## src/design/mcs_pkg.sv

```systemverilog
// constants shared by both ends of the motion controller serial port
// assumes a 20 MHz system clock on each end
package mcs_pkg;
  // frame layout
  localparam int FRAME_BITS = 40;
  localparam int ADDR_W = 7;
  localparam int DATA_W = 32;
  localparam int WR_BIT = 39;
  localparam int CNT_W = 6;
  localparam logic [CNT_W-1:0] FRAME_CNT = 6'h28;
  // status byte field positions
  localparam int ST_STOP_L = 5;
  localparam int ST_VEL = 3;
  localparam int ST_ERR = 1;
  localparam int ST_RST = 0;
  localparam logic [7:0] STATUS_RST = 8'h01;
  localparam logic [2:0] GFLAGS_RST = 3'h1;
  // device input bit positions in the filter vector
  localparam int IN_SCK = 0;
  localparam int IN_SEL = 1;
  localparam int IN_MOSI = 2;
  localparam int IN_DIS = 3;
  // idle pin levels: clock and select high, data low, disable high
  localparam logic [3:0] IN_IDLE = 4'hb;
  // timing
  localparam int CLK_PERIOD_NS = 50;
  localparam int FILT_NS = 20;
  localparam int FILT_CYC_RAW = (FILT_NS + CLK_PERIOD_NS - 1) / CLK_PERIOD_NS;
  localparam int FILT_CYC = (FILT_CYC_RAW < 1) ? 1 : FILT_CYC_RAW;
  localparam int HALF_DIV_DEF = 4;
  // host register map (byte addresses, used unshifted as the bus address)
  localparam logic [3:0] CMD_OFS = 4'h0;
  localparam logic [3:0] WDATA_OFS = 4'h4;
  localparam logic [3:0] RDATA_OFS = 4'h8;
  localparam logic [3:0] STAT_OFS = 4'hc;
  localparam int STAT_BUSY = 0;
  localparam int STAT_BYTE_LSB = 8;
endpackage

```

## src/design/mcs_link_if.sv

```systemverilog
// serial link between the controller host and the motion device port
// the bench connects both ends through one instance of this interface
`timescale 1ns/1ps
interface mcs_link_if;
  logic sck;
  logic select_low_line_n;
  logic mosi;
  logic miso;
  modport dev (
    input sck,
    input select_low_line_n,
    input mosi,
    output miso
  );
  modport host (
    output sck,
    output select_low_line_n,
    output mosi,
    input miso
  );
endinterface

```

## src/design/mcs_dev_end.sv

```systemverilog
// device end of the motion controller serial port
// assumes register file on CLK answering REG_RDATA combinationally
// from REG_ADDR, and status inputs generated on the same CLK
// Behaviour
// - frame is address byte plus 32 data
// - master keeps select low whole frame
// - bit 39 high means write access
// - read data returned in next frame
// - after write, next frame echoes write data
// - read leaves register untouched, data ignored
// - every register moves as 32 bits
// - status byte replaces returned address byte
// - status captured at end of access
// - fixed status byte bit layout
// - error and reset flags clear on read
// - register data right aligned in word
// - sample on sck rise, drive after fall
// - bus clock idles high, mode 3
// - master gives at least 40 clocks
// - extra bits appear 40 clocks later
// - select rise latches last 40 bits
// - bus clock at most half system clock; the filter here allows only a quarter
// - inputs ignore pulses under 20 ns
`timescale 1ns/1ps
module mcs_dev_end
  import mcs_pkg::*;
#(
  parameter logic [ADDR_W-1:0] GFLAGS_ADDR = 7'h01
) (
  // system
  input wire logic CLK,
  input wire logic RST,
  // serial link
  mcs_link_if.dev LINK,
  // register file access
  output logic REG_WR,
  output logic REG_RD,
  output logic [ADDR_W-1:0] REG_ADDR,
  output logic [DATA_W-1:0] REG_WDATA,
  input wire logic [DATA_W-1:0] REG_RDATA,
  // status sources
  input wire logic [1:0] STOP_LEFT,
  input wire logic [1:0] VEL_REACHED,
  input wire logic [1:0] DRV_ERR_EVT,
  input wire logic RESET_EVT,
  output logic [2:0] GLOBAL_FLAGS,
  // driver disable
  input wire logic DRIVER_DISABLE_IN,
  output logic DRIVER_DISABLE
);

  typedef enum logic [2:0] {
    S_IDLE = 3'b001,
    S_SHIFT = 3'b010,
    S_ISSUE = 3'b100
  } mcs_state_e;

  mcs_state_e state_r;
  logic [3:0] sy1_r, sy2_r;
  logic [FILT_CYC:0][3:0] hist_r;
  logic [3:0] filt_r, filt_nxt;
  logic [1:0] prev_r;
  logic sck_rise, sck_fall, sel_fall, sel_rise;
  logic [FRAME_BITS-1:0] shreg_r;
  logic [CNT_W-1:0] cnt_r;
  logic miso_r;
  logic [DATA_W-1:0] reply_r;
  logic [7:0] status_r, status_nxt;
  logic [2:0] glob_r;
  logic gclear;
  logic reg_wr_r, reg_rd_r;
  logic [ADDR_W-1:0] reg_addr_r;
  logic [DATA_W-1:0] reg_wdata_r;

  // two-flop synchronisers
  // only sy2_r reads sy1_r; nothing else may look at it
  always_ff @(posedge CLK) begin
    if (RST) begin
      sy1_r <= IN_IDLE;
      sy2_r <= IN_IDLE;
    end else begin
      sy1_r <= {DRIVER_DISABLE_IN, LINK.mosi, LINK.select_low_line_n,
                LINK.sck};
      sy2_r <= sy1_r;
    end
  end

  // sample history for the glitch filter
  always_ff @(posedge CLK) begin
    if (RST) begin
      hist_r <= {(FILT_CYC+1){IN_IDLE}};
    end else begin
      hist_r <= {hist_r[FILT_CYC-1:0], sy2_r};
    end
  end

  // glitch filter
  // a level is taken only once seen on FILT_CYC+1 samples; this
  // rejects far more than 20 ns, which costs latency and limits sck to a quarter of CLK
  always_comb begin
    filt_nxt = filt_r;
    for (int b = 0; b < 4; b++) begin
      logic all1, all0;
      all1 = 1'b1;
      all0 = 1'b1;
      for (int k = 0; k <= FILT_CYC; k++) begin
        all1 = all1 & hist_r[k][b];
        all0 = all0 & ~hist_r[k][b];
      end
      if (all1) begin
        filt_nxt[b] = 1'b1;
      end else if (all0) begin
        filt_nxt[b] = 1'b0;
      end
    end
  end

  // filtered levels; clock history resets to idle high
  always_ff @(posedge CLK) begin
    if (RST) begin
      filt_r <= IN_IDLE;
      prev_r <= 2'h3;
    end else begin
      filt_r <= filt_nxt;
      prev_r <= filt_r[IN_SEL:IN_SCK];
    end
  end

  // edge detection on filtered clock and select
  assign sck_rise = filt_r[IN_SCK] & ~prev_r[IN_SCK];
  assign sck_fall = ~filt_r[IN_SCK] & prev_r[IN_SCK];
  assign sel_fall = ~filt_r[IN_SEL] & prev_r[IN_SEL];
  assign sel_rise = filt_r[IN_SEL] & ~prev_r[IN_SEL];

  // frame state
  always_ff @(posedge CLK) begin
    if (RST) begin
      state_r <= S_IDLE;
    end else begin
      case (state_r)
        S_IDLE: begin
          if (sel_fall) begin
            state_r <= S_SHIFT;
          end
        end
        S_SHIFT: begin
          if (sel_rise) begin
            state_r <= (cnt_r == FRAME_CNT) ? S_ISSUE : S_IDLE;
          end
        end
        S_ISSUE: begin
          state_r <= S_IDLE;
        end
        default: begin
          state_r <= S_IDLE;
        end
      endcase
    end
  end

  // shift register and bit count
  always_ff @(posedge CLK) begin
    if (RST) begin
      shreg_r <= '0;
      cnt_r <= '0;
    end else if (state_r == S_IDLE && sel_fall) begin
      shreg_r <= {status_r, reply_r};
      cnt_r <= '0;
    end else if (state_r == S_SHIFT && sck_rise) begin
      shreg_r <= {shreg_r[FRAME_BITS-2:0], filt_r[IN_MOSI]};
      // count saturates at a full frame
      if (cnt_r != FRAME_CNT) begin
        cnt_r <= cnt_r + 6'h01;
      end
    end
  end

  // serial output
  always_ff @(posedge CLK) begin
    if (RST) begin
      miso_r <= 1'b0;
    end else if (state_r == S_IDLE && sel_fall) begin
      miso_r <= status_r[7];
    end else if (state_r == S_SHIFT && sck_fall) begin
      // bit 39 is the one received 40 clocks ago
      miso_r <= shreg_r[FRAME_BITS-1];
    end
  end

  assign LINK.miso = miso_r;

  // command to the register file, one-cycle strobes
  always_ff @(posedge CLK) begin
    if (RST) begin
      reg_wr_r <= 1'b0;
      reg_rd_r <= 1'b0;
      reg_addr_r <= '0;
      reg_wdata_r <= '0;
    end else if (state_r == S_SHIFT && sel_rise && cnt_r == FRAME_CNT) begin
      // bit 39 picks write or read
      reg_wr_r <= shreg_r[WR_BIT];
      // a read never strobes a write
      reg_rd_r <= ~shreg_r[WR_BIT];
      reg_addr_r <= shreg_r[WR_BIT-1:DATA_W];
      // low 32 bits are the data word
      reg_wdata_r <= shreg_r[DATA_W-1:0];
    end else begin
      reg_wr_r <= 1'b0;
      reg_rd_r <= 1'b0;
    end
  end

  // reply word for the next frame
  // read data is snapshotted here so a changing register stays whole
  always_ff @(posedge CLK) begin
    if (RST) begin
      reply_r <= '0;
    end else if (state_r == S_ISSUE) begin
      // a read returns the addressed word
      // full 32 bits, right aligned as given
      reply_r <= reg_wr_r ? reg_wdata_r : REG_RDATA;
    end
  end

  // read of the global flags register clears them
  assign gclear = (state_r == S_ISSUE) && reg_rd_r &&
                  (reg_addr_r == GFLAGS_ADDR);

  // sticky flags; a new event wins over a clear in the same cycle
  always_ff @(posedge CLK) begin
    if (RST) begin
      glob_r <= GFLAGS_RST;
    end else begin
      glob_r <= (gclear ? 3'h0 : glob_r) | {DRV_ERR_EVT, RESET_EVT};
    end
  end

  // status byte layout, bit 7 reads zero
  always_comb begin
    status_nxt = 8'h00;
    status_nxt[ST_STOP_L +: 2] = STOP_LEFT;
    status_nxt[ST_VEL +: 2] = VEL_REACHED;
    status_nxt[ST_ERR +: 2] = glob_r[2:1];
    status_nxt[ST_RST] = glob_r[0];
  end

  // status latched at end of each access
  always_ff @(posedge CLK) begin
    if (RST) begin
      status_r <= STATUS_RST;
    end else if (state_r == S_ISSUE) begin
      status_r <= status_nxt;
    end
  end

  // registered copies of flag and disable outputs
  always_ff @(posedge CLK) begin
    if (RST) begin
      GLOBAL_FLAGS <= GFLAGS_RST;
      DRIVER_DISABLE <= 1'b1;
    end else begin
      GLOBAL_FLAGS <= glob_r;
      DRIVER_DISABLE <= filt_r[IN_DIS];
    end
  end

  assign REG_WR = reg_wr_r;
  assign REG_RD = reg_rd_r;
  assign REG_ADDR = reg_addr_r;
  assign REG_WDATA = reg_wdata_r;

endmodule

```

## src/flat_wrapper.sv

```systemverilog
// flat-port wrapper written by rule: the top's interface ports become plain ports
module mcs_dev_end_flat import mcs_pkg::*;
#(
  parameter logic [ADDR_W-1:0] GFLAGS_ADDR = 7'h01
)
  (CLK, RST, REG_WR, REG_RD, REG_ADDR, REG_WDATA, REG_RDATA, STOP_LEFT, VEL_REACHED, DRV_ERR_EVT, RESET_EVT, GLOBAL_FLAGS, DRIVER_DISABLE_IN, DRIVER_DISABLE, LINK_sck, LINK_select_low_line_n, LINK_mosi, LINK_miso);
  mcs_link_if LINK_i ();
  input wire logic CLK;
  input wire logic RST;
  output logic REG_WR;
  output logic REG_RD;
  output logic [ADDR_W-1:0] REG_ADDR;
  output logic [DATA_W-1:0] REG_WDATA;
  input wire logic [DATA_W-1:0] REG_RDATA;
  input wire logic [1:0] STOP_LEFT;
  input wire logic [1:0] VEL_REACHED;
  input wire logic [1:0] DRV_ERR_EVT;
  input wire logic RESET_EVT;
  output logic [2:0] GLOBAL_FLAGS;
  input wire logic DRIVER_DISABLE_IN;
  output logic DRIVER_DISABLE;
  input wire logic [$bits(LINK_i.sck)-1:0] LINK_sck;
  input wire logic [$bits(LINK_i.select_low_line_n)-1:0] LINK_select_low_line_n;
  input wire logic [$bits(LINK_i.mosi)-1:0] LINK_mosi;
  output wire logic [$bits(LINK_i.miso)-1:0] LINK_miso;
  assign LINK_i.sck = LINK_sck;
  assign LINK_i.select_low_line_n = LINK_select_low_line_n;
  assign LINK_i.mosi = LINK_mosi;
  assign LINK_miso = LINK_i.miso;
  mcs_dev_end #(.GFLAGS_ADDR(GFLAGS_ADDR)) u_core (.CLK(CLK), .RST(RST), .LINK(LINK_i), .REG_WR(REG_WR), .REG_RD(REG_RD), .REG_ADDR(REG_ADDR), .REG_WDATA(REG_WDATA), .REG_RDATA(REG_RDATA), .STOP_LEFT(STOP_LEFT), .VEL_REACHED(VEL_REACHED), .DRV_ERR_EVT(DRV_ERR_EVT), .RESET_EVT(RESET_EVT), .GLOBAL_FLAGS(GLOBAL_FLAGS), .DRIVER_DISABLE_IN(DRIVER_DISABLE_IN), .DRIVER_DISABLE(DRIVER_DISABLE));
endmodule
```

## config.mk

```make
export PLATFORM = sky130hd
export DESIGN_NAME = mcs_dev_end_flat
export DESIGN_NICKNAME = d
export VERILOG_FILES = /design/src/design/mcs_pkg.sv /design/src/design/mcs_link_if.sv /design/src/design/mcs_dev_end.sv /design/src/flat_wrapper.sv
export SDC_FILE = /design/constraint.sdc
export NUM_CORES = 1
export LEC_CHECK = 0
export ABC_AREA = 1
export BUFFER_PORTS_ARGS = -buffer_cell sky130_fd_sc_hd__buf_2
export CAP_MARGIN = 15
export CORE_ASPECT_RATIO = 1.2
export CORE_MARGIN = 2
export CORE_UTILIZATION = 25
export DETAILED_ROUTE_END_ITERATION = 10
export PLACE_DENSITY = 0.52
export SETUP_SLACK_MARGIN = 0.2
export SLEW_MARGIN = 20
export SYNTH_ARGS = -nofsm -noshare
export SYNTH_HDL_FRONTEND = slang
export SYNTH_SLANG_ARGS = --single-unit
```

## constraint.sdc

```tcl
create_clock -name CLK -period 2.15 [get_ports CLK]
set_clock_uncertainty 0.2 [all_clocks]
set_input_delay 0.43 -clock CLK [delete_from_list [all_inputs] [get_ports CLK]]
set_output_delay 0.43 -clock CLK [all_outputs]
set_load 0.01 [all_outputs]
```

### After elaboration in Yosys (flattened, before gate mapping)

Index checks and enable logic that the tools add are counted.

* eq/ne operators: 8
* $add $sub $neg: 1
* reductions and logical operators: 17
* mux-type cells: 12
* bitwise gates (word level): 27

Operator list (count)
* two-way mux 40 bit: 2
* two-way mux 32 bit: 1
* inverter 1 bit: 14
* bitwise AND 1 bit: 12
* two-way mux 3 bit: 4
* OR reduction 2 bit: 5
* equality test 7 x 1 -> 1 bit, second input constant: 1
* logical AND 1 bit: 7
* adder 6 x 1 -> 6 bit, second input constant: 1
* equality test 6 bit, second input constant: 1
* != test 6 bit, second input constant: 1
* one-hot mux 3 bit (2 select lines): 1
* nonzero test 2 bit: 3
* two-way mux 1 bit: 4
* != test 2 x 1 -> 1 bit, second input constant: 2
* AND reduction 2 bit: 2
* equality test 3 x 1 -> 1 bit, second input constant: 1
* equality test 3 x 2 -> 1 bit, second input constant: 1
* equality test 3 bit, second input constant: 1
* OR 3 bit: 1

* register bits: 159
* input port bits: 45
* output and inout port bits: 46
* word-level logic and storage cells: 87

### Logic depth before layout (Yosys ltp)

* depth in word-level cells: 6
* depth in mapped cells: 8

### Worst setup path after synthesis

OpenSTA, ideal clock, no wires.

* path type: input to register
* from: input port RST
* to: register u_core.reg_addr_r[0] (netlist: u_core.REG_ADDR[0])
* stages on the path: 4
* data arrival time: 1241 ps
* required time: 1818 ps
* path slack: 577 ps
* cells stage by stage: clkbuf_1 > clkbuf_1 > clkbuf_1 > a21oi_1

RTL lines
* start, declared: RTL line flat_wrapper.sv:9 `input wire logic RST;`
* end signal, assigned: RTL line mcs_dev_end.sv:204 `reg_addr_r <= shreg_r[WR_BIT-1:DATA_W];`
* end, declared: RTL line mcs_dev_end.sv:72 `logic [ADDR_W-1:0] reg_addr_r;`

No word-level cell between the ends.

### Worst setup path after layout

* from: register u_core.reg_wr_r (netlist: u_core.REG_WR)
* to: output port REG_WR

RTL lines
* start, declared: RTL line mcs_dev_end.sv:71 `logic reg_wr_r, reg_rd_r;`
* start signal, assigned: RTL line mcs_dev_end.sv:201 `reg_wr_r <= shreg_r[WR_BIT];`
* end, declared: RTL line flat_wrapper.sv:10 `output logic REG_WR;`

No word-level cell between the ends.

==> impl_metrics.tcl <==
set metrics [dict create \
    timing_worst_setup_path_type "reg -> out" \
    antenna_cells_inserted 0 \
    cts_buffer_depth 2 \
    worst-endpoint-arrival_ns 1.19 \
    chip_width_um 153 \
    critical_path.startpoint "u_core.REG_WR" \
    hold_end "u_core.status_r[6]" \
    synth.ff_latch_count 159 \
    first_global_vias 5722 \
    rr_endpoint "u_core.cnt_r[0]" \
    number_of_levels_in_the_clock_h_tree 4 \
    power_leakage_nw 3.33 \
    post-route-min-period_ns 1.82 \
    grt.met3_usage_pct 3.05 \
    timing_worst_slew_pin_value_ns 0.427 \
    groute.layer.met1.usage_pct 17.4 \
    path_cells "buf_12, buf_2" \
    crit_path_start_kind "flip-flop" \
    tritoncts "done" \
    cts_made_buffers 17 \
    via_per_inst 4.47 \
    detail_route.iter0.violations 526 \
    crit_path_top_delay_cell "sky130_fd_sc_hd__dfxtp_2" \
    fp.dieArea_um2 28100 \
    worst_hold_path_type "in -> reg" \
    drc 0 \
    max_stage_delay_ns 0.35 \
    post-synth-top-area-fraction_pct 47.6 \
    rows 65 \
    hold_viol_final 0 \
    async_reset_ff_share_pct 0 \
    chipHeight_um 183 \
    grt_setup_unrepaired "false" \
    maxSlewHeadroom_pct 71.4 \
    r2r_setup_slack_ns 0.35 \
    grt_first_pass_wirelength_um 29900 \
    synth_cells 928 \
    dp_hpwl_um 11700 \
    reg2reg_depth 8 \
    power_density_nw_per_um2 789 \
    count_of_nets_after_finishing 1052 \
    syn_warnings 0 \
    antenna_found_initial 1 \
    yosys-top-cells-count "sky130_fd_sc_hd__nand3_1 (164), sky130_fd_sc_hd__dfxtp_1 (159), sky130_fd_sc_hd__nand2_1 (152)" \
    place.detailed.instances 1313 \
    synth_top_cells_by_area "sky130_fd_sc_hd__dfxtp_1 (48%), sky130_fd_sc_hd__nand3_1 (12%), sky130_fd_sc_hd__a21oi_1 (9.6%)" \
    grt_remaining_overflow 0 \
    clk_transition_reported_paths_ns 0.06 \
    setup_violations 0 \
    slew_viol_final 0 \
    syn_nets 976 \
    gp_congestion 0.767 \
    synthDominantAreaCellType "sky130_fd_sc_hd__dfxtp_1" \
    yosysSeqAreaShare_pct 47.6 \
    synth_enable_flop_cells 0 \
    finalNonFillerCells 1352 \
    totalNegativeSetupSlack_ns 0 \
    clock-sinks 159 \
    buffer_ports.inserted 90 \
    critical_path.max_fanout 55 \
    post_synth.cell_area_avg_um2 7.20 \
    per_cell_routed_wire_length_um 13.3 \
    critical_path.endpoint_type "output pin" \
    result_of_the_run "completed" \
    critical_path.reg2reg.startpoint "u_core.cnt_r[0]" \
    synth_area_um2 6680 \
    use_met2_pct 21.6 \
    initial_core_util_pct 25.4 \
    power.ir.vdd_worst_v 0.000520 \
    ys_dominant_reg_cell "sky130_fd_sc_hd__dfxtp_1" \
    unique_masters_post_synth 25 \
    maxCapViolCount 0 \
    grt_max_degree 65 \
    final_layout_size_suffix_gt1_share_pct 17.2 \
    worst_ep_required_time_ns 1.52 \
    placeableCoreArea_um2 26300 \
    clock_insertion_delay_worst_skew_ns 0.43 \
    cts.repair_timing.setup_buffer_count 0 \
    clock_tree.root_cell "sky130_fd_sc_hd__clkbuf_16" \
    io_pins 91 \
    timing.fmax_mhz 548 \
    track_usage_pct 13.3 \
    grt_busiest_layer "met2" \
    synth.most_common_cell "sky130_fd_sc_hd__nand3_1" \
    postRouteAntennaNets 0 \
    finalWirelength_um 18000 \
    hold_startpoint "STOP_LEFT[1]" \
    dr_total_vias 6048 \
    detailedRoute.firstPassIterationCount 5 \
    area_delta_synth_final_pct 24.3 \
    min_period_over_period_pct 84.8 \
    worst_hold_path.num_cells 3 \
]
## sequential cells by signal (all words and copies together), names as in the netlist, 4 cells and up
register	cells
u_core.REG_ADDR	7
u_core.shreg_r	40
u_core.status_r	7
u_core.hist_r	8
u_core.sy1_r	4
u_core.filt_r	4
u_core.REG_WDATA	32
u_core.reply_r	32
u_core.sy2_r	4
u_core.cnt_r	6
## routing by layer
| metal | wire length (um) | vias up | part of all wire [%] |
|---|---|---|---|
| li1 | - | 3152 | - |
| met1 | 8590 | 2729 | 48 |
| met2 | 8190 | 139 | 45 |
| met3 | 867 | 28 | 4.8 |
| met4 | 361 | 0 | 2.0 |
| met5 | 0 | - | 0 |
## power breakdown
part | leakage (nW) | internal (mW) | switching [mW] | total [mW]
Combinational | 1.71 | 0.0738 | 0.0963 | 0.170
Clock | 0.328 | 2.12 | 1.30 | 3.42
Sequential | 1.28 | 2.96 | 0.00438 | 2.97
Total | 3.33 | 5.15 | 1.40 | 6.55
## per-stage QoR
stage	total power [mW]	hold WS [ns]	utilization, %	setup WS (ns)	cell area [um^2]
after floorplan	3.12	0.188	-	0.577	6680
after global placement	3.20	0.191	28.8	0.322	7550
after detailed placement	3.20	0.193	28.8	0.284	7550
after CTS	6.62	0.0225	31.6	0.272	8290
after global routing	6.79	0.0753	31.6	0.208	8310
final	6.55	0.0415	31.6	0.327	8310
## cells in the final DEF, fill, tap and decap left out, types with 7 or more instances in the layout
| master | instances |
|---|---|
| sky130_fd_sc_hd__a21oi_1 | 128 |
| sky130_fd_sc_hd__or2_2 | 14 |
| sky130_fd_sc_hd__nand2_1 | 151 |
| sky130_fd_sc_hd__inv_1 | 128 |
| sky130_fd_sc_hd__buf_4 | 21 |
| sky130_fd_sc_hd__o21ai_0 | 68 |
| sky130_fd_sc_hd__clkbuf_16 | 17 |
| sky130_fd_sc_hd__buf_2 | 89 |
| sky130_fd_sc_hd__dfxtp_1 | 158 |
| sky130_fd_sc_hd__o21ai_1 | 10 |
| sky130_fd_sc_hd__nor2_1 | 17 |
| sky130_fd_sc_hd__nand3_1 | 163 |
| sky130_fd_sc_hd__dlygate4sd3_1 | 7 |
## kinds of logic (layout without fill, tap and decap cells)
logic type / after synthesis / count (layout) / share of synthesized area (%)
flops: 159 / 159 / 47.6
simple gates: 360 / 360 / 24.3
compound gates: 206 / 206 / 15.4
xor+xnor: 3 / 3 / 0.393
buf+inv: 197 / 286 / 11.7
fa+ha+maj: 3 / 3 / 0.562
## worst max path at each step
stage                           end  slack (ns)
6_report                     REG_WR        0.33
5_1_grt        u_core.REG_WDATA[10]        0.21
4_1_cts             u_core.cnt_r[2]        0.27
3_5_place_dp        u_core.cnt_r[4]        0.28
3_3_place_gp        u_core.cnt_r[2]        0.32
2_1_floorplan    u_core.REG_ADDR[0]        0.58
## worst max-delay path: cells and delay by family, from the launching register on
| family | cells | cell delay, ns |
|---|---|---|
| flops | 1 | 0.35 |
| buf+inv | 2 | 0.41 |
## layout make-up
class	instances	area, um^2
fillers	2870	18000
multi-input cells	572	2760
clock inverters	14	230
well taps	335	419
inverters	131	492
repair buffers	123	785
flip-flops and latches	159	3180
clock buffers	18	439
## timing repair
action | in CTS | in global routing
endpoints found under the setup margin | 0 | 23
resized for setup | 0 | 4
endpoints found under the hold margin | 7 | 0
hold buffers | 7 | 0
(Power assumes the default switching activity.)
